## config.mk

```make
export PLATFORM = sky130hd
export DESIGN_NAME = cyd_core
export DESIGN_NICKNAME = d
export VERILOG_FILES = /design/src/cyd_pkg.sv /design/src/cyd_core.sv
export SDC_FILE = /design/constraint.sdc
export NUM_CORES = 1
export LEC_CHECK = 0
export BUFFER_PORTS_ARGS = -buffer_cell sky130_fd_sc_hd__buf_2
export CAP_MARGIN = 20
export CORE_ASPECT_RATIO = 0.6
export CORE_UTILIZATION = 45
export DETAILED_ROUTE_END_ITERATION = 10
export PLACE_DENSITY = 0.74
export REMOVE_ABC_BUFFERS = 1
export SLEW_MARGIN = 30
export SYNTH_ARGS = -nofsm -noshare
export SYNTH_HDL_FRONTEND = slang
export SYNTH_SLANG_ARGS = --single-unit
```

## constraint.sdc

```tcl
create_clock -name CLK -period 2.2 [get_ports CLK]
set_input_delay 0.55 -clock CLK [delete_from_list [all_inputs] [get_ports CLK]]
set_output_delay 0.55 -clock CLK [all_outputs]
set_load 0.1 [all_outputs]
```

## src/cyd_pkg.sv

```systemverilog
package cyd_pkg;

  // opcode bytes
  localparam logic [7:0] OPC_PREFIX_Y  = 8'h18;
  localparam logic [7:0] OPC_PREFIX_XY = 8'h1a;
  localparam logic [7:0] OPC_CMPY_IMM  = 8'h8c;
  localparam logic [7:0] OPC_CMPY_DIR  = 8'h9c;
  localparam logic [7:0] OPC_CMPY_EXT  = 8'hbc;
  localparam logic [7:0] OPC_CMPY_IDX  = 8'hac;
  localparam logic [7:0] OPC_DECADJ    = 8'h19;

  // decimal correction values
  localparam logic [7:0] DA_NONE = 8'h00;
  localparam logic [7:0] DA_LO   = 8'h06;
  localparam logic [7:0] DA_HI   = 8'h60;
  localparam logic [7:0] DA_BOTH = 8'h66;

  // idle bus address closing a compare
  localparam logic [15:0] IDLE_ADDR = 16'hffff;

  // cycle counts per compare mode
  localparam logic [2:0] CYC_IMM = 3'h5;
  localparam logic [2:0] CYC_DIR = 3'h6;
  localparam logic [2:0] CYC_EXT = 3'h7;

  // condition code bit positions: s x h i n z v c
  localparam int CC_C = 0;
  localparam int CC_V = 1;
  localparam int CC_Z = 2;
  localparam int CC_N = 3;
  localparam int CC_H = 5;

  localparam logic [7:0] CCR_RST = 8'hd0;

  typedef enum logic [1:0] {
    CYD_ST_IDLE = 2'b00,
    CYD_ST_HI   = 2'b01,
    CYD_ST_LO   = 2'b10,
    CYD_ST_END  = 2'b11
  } cyd_state_t;

endpackage : cyd_pkg

```

## src/cyd_core.sv

```systemverilog
// Operation
// - compare-Y subtracts 16-bit memory word (high byte first) from Y
// - compare-Y discards difference; Y and memory stay unchanged
// - compare-Y changes only N, Z, V, C flags
// - N is difference bit 15; Z set when difference is zero
// - V set on two's complement overflow of the subtraction
// - C set as borrow: unsigned memory word above Y
// - decode 18 8C/9C/BC/AC and 1A AC as compare-Y
// - decimal adjust adds correction from C, H and both nibbles to A
// - add 06 for low-nibble-only cases, carry stays clear
// - add 60 for high-nibble-only cases
// - add 66 when both nibbles need correction
// - carry set after 60 or 66, cleared after 00 or 06
// - valid BCD nibbles with C and H clear get 00
module cyd_core
(
  // clock and reset
  input  wire logic        CLK,
  input  wire logic        SYS_RST,
  // decoder side
  input  wire logic        START,
  input  wire logic [7:0]  PAGE_BYTE,
  input  wire logic [7:0]  OP_BYTE,
  input  wire logic [15:0] EA,
  // operand fetch side
  input  wire logic [7:0]  RD_DATA,
  // architectural state in
  input  wire logic [15:0] Y_INDEX_REG,
  input  wire logic [7:0]  ACCUMULATOR_A,
  input  wire logic [7:0]  CONDITION_CODE_REG,
  // bus request out
  output logic [15:0]      BUS_ADDR,
  output logic             BUS_RD,
  // results out
  output logic [7:0]       ACC_A_OUT,
  output logic             ACC_A_WE,
  output logic [7:0]       CCR_OUT,
  output logic             CCR_WE,
  output logic             BUSY,
  output logic             ILLEGAL
);

  typedef struct packed {
    cyd_pkg::cyd_state_t st;
    logic [15:0]         addr;
    logic                rd;
    logic [7:0]          hi;
    logic [7:0]          acc;
    logic                acc_we;
    logic [7:0]          condition_code_reg;
    logic                ccr_we;
    logic                busy;
    logic                ill;
    logic [2:0]          ncyc;
    logic [2:0]          cyc;
  } cyd_regs_t;

  cyd_regs_t r_ff;
  cyd_regs_t nxt_r;

  logic        is_cmp;
  logic [2:0]  cmp_len;
  logic [16:0] diff;
  logic [7:0]  da_corr;
  logic [3:0]  up_n;
  logic [3:0]  lo_n;
  logic        c_in;
  logic        h_in;

  // instruction recognition and per-mode length
  always_comb
  begin
    is_cmp  = 1'b0;
    cmp_len = cyd_pkg::CYC_EXT;
    if (PAGE_BYTE == cyd_pkg::OPC_PREFIX_Y)
    begin
      unique case (OP_BYTE)
        cyd_pkg::OPC_CMPY_IMM:
        begin
          is_cmp  = 1'b1;
          cmp_len = cyd_pkg::CYC_IMM;
        end
        cyd_pkg::OPC_CMPY_DIR:
        begin
          is_cmp  = 1'b1;
          cmp_len = cyd_pkg::CYC_DIR;
        end
        cyd_pkg::OPC_CMPY_EXT,
        cyd_pkg::OPC_CMPY_IDX:
          is_cmp = 1'b1;
        default:
          is_cmp = 1'b0;
      endcase
    end
    else if (PAGE_BYTE == cyd_pkg::OPC_PREFIX_XY &&
             OP_BYTE == cyd_pkg::OPC_CMPY_IDX)
      is_cmp = 1'b1;
  end

  // decimal correction table; unlisted combos fall to nearest row
  always_comb
  begin
    up_n = ACCUMULATOR_A[7:4];
    lo_n = ACCUMULATOR_A[3:0];
    c_in = CONDITION_CODE_REG[cyd_pkg::CC_C];
    h_in = CONDITION_CODE_REG[cyd_pkg::CC_H];
    da_corr = cyd_pkg::DA_NONE;
    if (!c_in)
    begin
      if (!h_in && lo_n > 4'h9)
        da_corr = (up_n > 4'h8) ? cyd_pkg::DA_BOTH : cyd_pkg::DA_LO;
      else if (h_in && lo_n < 4'h4)
        da_corr = (up_n > 4'h9) ? cyd_pkg::DA_BOTH : cyd_pkg::DA_LO;
      else if (!h_in && up_n > 4'h9)
        da_corr = cyd_pkg::DA_HI;
    end
    else
    begin
      if ((!h_in && lo_n > 4'h9) || h_in)
        da_corr = cyd_pkg::DA_BOTH;
      else
        da_corr = cyd_pkg::DA_HI;
    end
  end

  // 17-bit subtract exposes the borrow in the top bit
  assign diff = {1'b0, Y_INDEX_REG} - {1'b0, r_ff.hi, RD_DATA};

  // sequencer: one state record, filled here, registered below
  always_comb
  begin
    nxt_r        = r_ff;
    nxt_r.acc_we = 1'b0;
    nxt_r.ccr_we = 1'b0;
    nxt_r.ill    = 1'b0;
    nxt_r.rd     = 1'b0;
    nxt_r.cyc    = r_ff.cyc + 3'h1;
    unique case (r_ff.st)
      cyd_pkg::CYD_ST_IDLE:
      begin
        nxt_r.busy = 1'b0;
        if (START && is_cmp)
        begin
          // the two fetch cycles land just before the idle read
          nxt_r.st   = cyd_pkg::CYD_ST_HI;
          nxt_r.busy = 1'b1;
          nxt_r.ncyc = cmp_len;
          nxt_r.cyc  = 3'h1;
          nxt_r.addr = EA;
          nxt_r.rd   = 1'b1;
        end
        else if (START && PAGE_BYTE == cyd_pkg::OPC_DECADJ)
        begin
          // only A and carry are written back
          nxt_r.acc    = ACCUMULATOR_A + da_corr;
          nxt_r.acc_we = 1'b1;
          nxt_r.condition_code_reg    = CONDITION_CODE_REG;
          nxt_r.condition_code_reg[cyd_pkg::CC_C] = da_corr[6];
          nxt_r.ccr_we = 1'b1;
        end
        else if (START)
          nxt_r.ill = 1'b1;
      end
      cyd_pkg::CYD_ST_HI:
      begin
        nxt_r.addr = r_ff.addr + 16'h0001;
        nxt_r.rd   = 1'b1;
        nxt_r.st   = cyd_pkg::CYD_ST_LO;
      end
      cyd_pkg::CYD_ST_LO:
      begin
        // memory is registered: high byte answers last cycle's address
        nxt_r.hi   = RD_DATA;
        nxt_r.addr = cyd_pkg::IDLE_ADDR;
        nxt_r.rd   = 1'b1;
        nxt_r.st   = cyd_pkg::CYD_ST_END;
      end
      cyd_pkg::CYD_ST_END:
      begin
        // low byte on the bus now; result discarded, Y never written
        nxt_r.condition_code_reg = CONDITION_CODE_REG;
        nxt_r.condition_code_reg[cyd_pkg::CC_N] = diff[15];
        nxt_r.condition_code_reg[cyd_pkg::CC_Z] = (diff[15:0] == 16'h0000);
        nxt_r.condition_code_reg[cyd_pkg::CC_V] =
          (Y_INDEX_REG[15] ^ r_ff.hi[7]) &
          (diff[15] ^ Y_INDEX_REG[15]);
        nxt_r.condition_code_reg[cyd_pkg::CC_C] = diff[16];
        nxt_r.ccr_we = 1'b1;
        nxt_r.st     = cyd_pkg::CYD_ST_IDLE;
        nxt_r.busy   = 1'b0;
      end
    endcase
  end

  // state register
  always_ff @(posedge CLK or posedge SYS_RST)
  begin
    if (SYS_RST)
    begin
      r_ff     <= '0;
      r_ff.st  <= cyd_pkg::CYD_ST_IDLE;
      r_ff.condition_code_reg <= cyd_pkg::CCR_RST;
    end
    else
      r_ff <= nxt_r;
  end

  assign BUS_ADDR  = r_ff.addr;
  assign BUS_RD    = r_ff.rd;
  assign ACC_A_OUT = r_ff.acc;
  assign ACC_A_WE  = r_ff.acc_we;
  assign CCR_OUT   = r_ff.condition_code_reg;
  assign CCR_WE    = r_ff.ccr_we;
  assign BUSY      = r_ff.busy;
  assign ILLEGAL   = r_ff.ill;
endmodule : cyd_core

```

==> results of run 1 <==
[layout make-up]
cell class                      instances  area, sq um  share of cell area [%]
Inverter                               30          115                    2.00
Multi-Input combinational cell        328         2720                    47.3
Tap cell                              108          135                    2.35
Clock buffer                            8          156                    2.72
Timing Repair Buffer                  205         1450                    25.1
Sequential cell                        47         1180                    20.5
[worst paths after layout]
path | endpoint | slack (ns)
setup / recovery | CCR_OUT[2] | -0.32
max in group asynchronous | CCR_OUT[7] | 1.55
hold reg to reg | CCR_OUT[4] | 0.47
setup reg to reg | CCR_OUT[2] | -0.28
hold / removal | r_ff[31] | 0.14
min in group CLK | ACC_A_OUT[0] | 0.45
[per-layer routing]
metal / share of wire, % / GRT usage, %
met5: 0 / 0
met4: 1.3 / 7.68
met3: 9.2 / 8.28
met2: 44 / 43.1
met1: 45 / 38.2
[synth_stat cells (3+ instances only)]
cell type / instances
o21ai_1: 4
nor3_2: 6
dfrtp_1: 44
nand3_1: 10
nor2b_1: 5
nor3b_1: 3
o31ai_1: 4
o21ai_0: 41
xnor2_1: 7
nor2_1: 28
a21oi_1: 28
dfstp_2: 3
nor3_1: 6
inv_1: 30
nand2_1: 58
ha_1: 26
a211oi_1: 7
a2111oi_0: 5
a31oi_1: 5
a221oi_1: 5
xor2_1: 9
o221ai_2: 6
buf_4: 32
buf_2: 4
o21a_1: 3
nand4_1: 4
nand2b_1: 11
o2111ai_1: 3
clkbuf_1: 13
a21o_1: 3
[sequential cells by signal (all words and copies together) (netlist names)]
name       cells
BUS_RD         1
BUS_ADDR      16
ILLEGAL        1
CCR_WE         1
r_ff          10
ACC_A_WE       1
ACC_A_OUT      8
CCR_OUT        8
BUSY           1
[critical path, stage by stage]
cell	delay (ns)
buf_6	0.07
inv_2	0.04
ha_4	0.15
fa_2	0.36
nor2b_2	0.15
o2111a_2	0.27
nor2_4	0.08
o31ai_4	0.22
nand2b_1	0.10
a2111oi_2	0.43
nand4_1	0.17
o21ai_1	0.14
[power by group]
part           leakage, nW  internal, mW  switching, mW
logic                 2.04         0.305          0.414
clock network       0.0772         0.484          0.320
registers            0.599         0.883        0.00983
[cells by family after synthesis]
group / count (synthesis) / share of synthesized area [%]
AOI/OAI and AO/OA: 130 / 23.3
xor gates and xnor gates: 16 / 3.69
adders and majority gates: 28 / 9.63
buffers and inverters: 80 / 11.4
DFF: 47 / 31.1
muxes: 3 / 0.857
and+or+nand+nor: 149 / 20.0
[through the flow]
stage	power, mW	cells
after detailed placement	1.47	695
after floorplan	1.23	403
after global placement	1.46	695
final	2.42	726
after global routing	2.50	726
after CTS	2.37	715
[repair_timing]
| item | in CTS | in global routing |
|---|---|---|
| setup buffers | 12 | 12 |
| gates resized for setup | 75 | 76 |
| setup endpoints to repair | 24 | 29 |
| pin swaps | 48 | 45 |
| gates cloned | 2 | 1 |
==> reports/summary.txt, run 1 <==
status: complete, but fails checks
failing checks: setup timing
Async SR Flop Fraction: 100%
top post-synthesis cells by area: dfrtp_1, ha_1, buf_4
Final Hold Fails: 0
worst r2r path cells: 10
Final #Nets: 720
WP data arrival: 2.74 ns
CP Class: in2reg
CTS tree: yes
DP Worst Slack: -0.727 ns
commonest non-fill, non-tap cell in the layout: buf_2
row count: 25
die span in y: 73.1 um
DRT antenna net count: 0
GP Congestion: 0.918
Yosys top cell by area: dfrtp_1
Fillers: 584
GRT overflow: 0
first-pass GRT wire length: 19.1 mm
CTS Hold Buffers Added: 0
Worst VDD drop: 0.298 mV
vias per cell: 5.61
Area after DPL: 4750 sq um
area of the mapped netlist: 3790 sq um
Slew @ Worst Pin: 0.514 ns
Netlist cell types: 60
final instance area: 5750 sq um
Max Cap Violations: 0
Clock Path Buffers: 2
DRC: 0
Synth Register Bits: 47
Clock Sinks: 47
Max transition margin: 66.0%
antenna cell count: 0
EDFF count, synth: 0
clk slew on worst S/H paths: 0.06 ns
Synth Instances: 453
syn_area_per_cell: 8.38 sq um
pwr/cell area: 420 nW/um^2
worst skew pair latency: 0.29 ns
unrepaired setup endpoints after global routing: true
setup TNS: -0.985 ns
largest net degree at the start of global routing: 43
HPWL Detailed: 8.39 mm
Period minus WS final: 2.52 ns
worst setup margin: -0.324 ns
most frequent cells in the layout: buf_2, buf_4, nand2_1
type of origin of the critical path: primary input
r2r startpoint: r_ff[27]
crit path launch: Y_INDEX_REG[0]
final WL: 12.7 mm
wire per inst: 17.5 um
top cell type's share of synthesized area: 29.0%
Vias: 4074
die area: 8820 sq um
synthesis-to-layout area growth: 51.6%
All-Layer GR Usage: 27.9%
Fmax achieved: 396 MHz
top_reg_cell synth: dfrtp_1
Worst Path Required: 2.42 ns
clk root buf: clkbuf_16
initial antenna violation count: 0
layout cells sized above 1: 51.8%
I/O pins: 112
Worst setup EP type: register
Core ar.: 8010 sq um
Final Slew Violations: 0
sequential area share after synthesis: 31.1%
Worst Path Max Fanout: 3
input/output buffers: 111
Clock Skew: 0.00455 ns
Die Wd: 121 um
worst hold-check path type: in2async
Period Utilization, post-route: 115%
Num CTS Buffers: 5
YS warnings: 0
Initial DRC Count: 254
Initial Util: 47.4%
vias in the first global route: 3874
fin util: 71.8%
static leakage: 2.71 nW
setup violators final: 10
tightest hold margin: 0.139 ns
drt first pass iters: 5
CTS H-tree depth: 2
No activity file was read; power rests on OpenSTA's default activity.
==> inputs of run 2 (changes only) <==
Settings changed: MAX_ROUTING_LAYER from default to met4, SETUP_SLACK_MARGIN from default to 0.3.
==> run 2 against run 1 <==
Net effect: the flow still finishes with violations (setup timing); sequential power hardly changed; core utilization down 0.45 points; critical path type unchanged; wire length rose by 2.6%; flip-flop and latch count unchanged; die area stayed put; highest routed layer unchanged; design area fell by 0.63%; worst setup slack improved by 0.090 ns; total power down 3.0%; register-to-register slack better by 0.07 ns; clock power is 3.4% lower.
==> reports/summary.txt, run 2 (same netlist as run 1, synthesis figures left out) <==
status: complete, but fails checks
first-pass GRT wire length: 19.5 mm
Slew @ Worst Pin: 0.506 ns
Clock Path Buffers: 2
row count: 25
setup TNS: -0.876 ns
layout cells sized above 1: 53.0%
Fillers: 595
die span in y: 73.1 um
failing checks: setup timing
DRC: 0
All-Layer GR Usage: 29.5%
Final #Nets: 714
Worst VDD drop: 0.293 mV
largest net degree at the start of global routing: 43
worst setup margin: -0.234 ns
vias in the first global route: 3895
Multi-input gate area: 2710 sq um
initial antenna violation count: 0
antenna cell count: 0
wire per inst: 18.1 um
Num CTS Buffers: 5
Vias: 4045
unrepaired setup endpoints after global routing: true
Seq. cell area: 1180 sq um
drt first pass iters: 5
Max Cap Violations: 0
Max transition margin: 66.3%
Clock Sinks: 47
pwr/cell area: 410 nW/um^2
input/output buffers: 111
vias per cell: 5.63
Period minus WS final: 2.43 ns
CTS H-tree depth: 2
DP Worst Slack: -0.735 ns
Core ar.: 8010 sq um
worst hold-check path type: in2async
Fmax achieved: 411 MHz
most frequent cells in the layout: buf_2, buf_4, dfrtp_1
clk root buf: clkbuf_16
Worst Path Max Fanout: 2
Area after DPL: 4740 sq um
Period Utilization, post-route: 111%
final WL: 13.0 mm
worst skew pair latency: 0.29 ns
CP Class: in2reg
Die Wd: 121 um
synthesis-to-layout area growth: 50.6%
CTS tree: yes
HPWL Detailed: 8.60 mm
Clock Skew: 0.00849 ns
final instance area: 5720 sq um
Final Slew Violations: 0
clk slew on worst S/H paths: 0.06 ns
I/O pins: 112
worst r2r path cells: 11
max FFs per register: 16
Initial Util: 47.4%
WP data arrival: 2.65 ns
setup violators final: 14
Initial DRC Count: 320
die area: 8820 sq um
static leakage: 2.69 nW
type of origin of the critical path: primary input
DRT antenna net count: 0
GP Congestion: 0.990
Worst setup EP type: register
Final Hold Fails: 0
commonest non-fill, non-tap cell in the layout: buf_2
CTS Hold Buffers Added: 0
Worst Path Required: 2.41 ns
GRT overflow: 0
[run 2: cell count changes in the layout (fill, tap and decap cells not counted), moves of 4 or more]
cell	change
o21ai_1	+4
o21ai_0	-4
buf_4	-13
nand2_1	-11
nand2_2	+11
[run 2: timing repair]
action / in CTS / in global routing
pin swaps: 64 / 27
cloned: 5 / 1
gates resized for setup: 116 / 45
setup endpoints to repair: 36 / 36
setup buffers: 8 / 5
[run 2: per-stage QoR]
step,std cells,hold slack [ns],power [mW],utilization [%]
final,719,0.140,2.34,71.4
after global routing,719,0.143,2.44,71.4
after CTS,713,0.143,2.31,68.0
after detailed placement,693,0.448,1.48,59.1
after global placement,693,0.442,1.47,59.1
after floorplan,403,0.493,1.23,-
[run 2: layout make-up]
cell class / count / area share, %
Sequential cell: 47 / 20.6
Clock buffer: 6 / 2.43
Timing Repair Buffer: 198 / 25.1
Inverter: 30 / 1.97
Tap cell: 108 / 2.36
Multi-Input combinational cell: 329 / 47.4
Clock inverter: 1 / 0.0876
[run 2: layer usage]
layer / GRT usage (%) / wire length, um / vias to the layer above
met5: - / 0 / -
met2: 42.5 / 5630 / 191
li1: - / - / 1896
met3: 7.11 / 1000 / 33
met4: 7.13 / 255 / 0
met1: 41.5 / 6130 / 1925
[run 2: worst paths after layout]
path	startpoint	to	slack (ns)
setup reg to reg	r_ff[27]	CCR_OUT[2]	-0.21
setup / recovery	Y_INDEX_REG[0]	CCR_OUT[2]	-0.23
max in group asynchronous	SYS_RST	CCR_OUT[7]	1.55
hold reg to reg	CCR_OUT[6]	CCR_OUT[6]	0.47
min in group CLK	ACCUMULATOR_A[0]	ACC_A_OUT[0]	0.46
hold / removal	SYS_RST	r_ff[30]	0.14
[run 2: where the power goes]
part	switching [mW]	internal, mW	leakage (nW)
registers	0.0129	0.882	0.599
clock network	0.333	0.445	0.0727
logic	0.397	0.274	2.01
total	0.742	1.60	2.69
[run 2: worst max-delay path, cell delays in order]
cell and delay [ns]:
buf_6 0.07, inv_2 0.04, ha_4 0.16, fa_2 0.37, buf_4 0.15, xnor2_1 0.11, a211oi_1 0.25, and4_1 0.23
o2111ai_1 0.20, a2111oi_4 0.25, nand4_1 0.12, o21ai_1 0.15
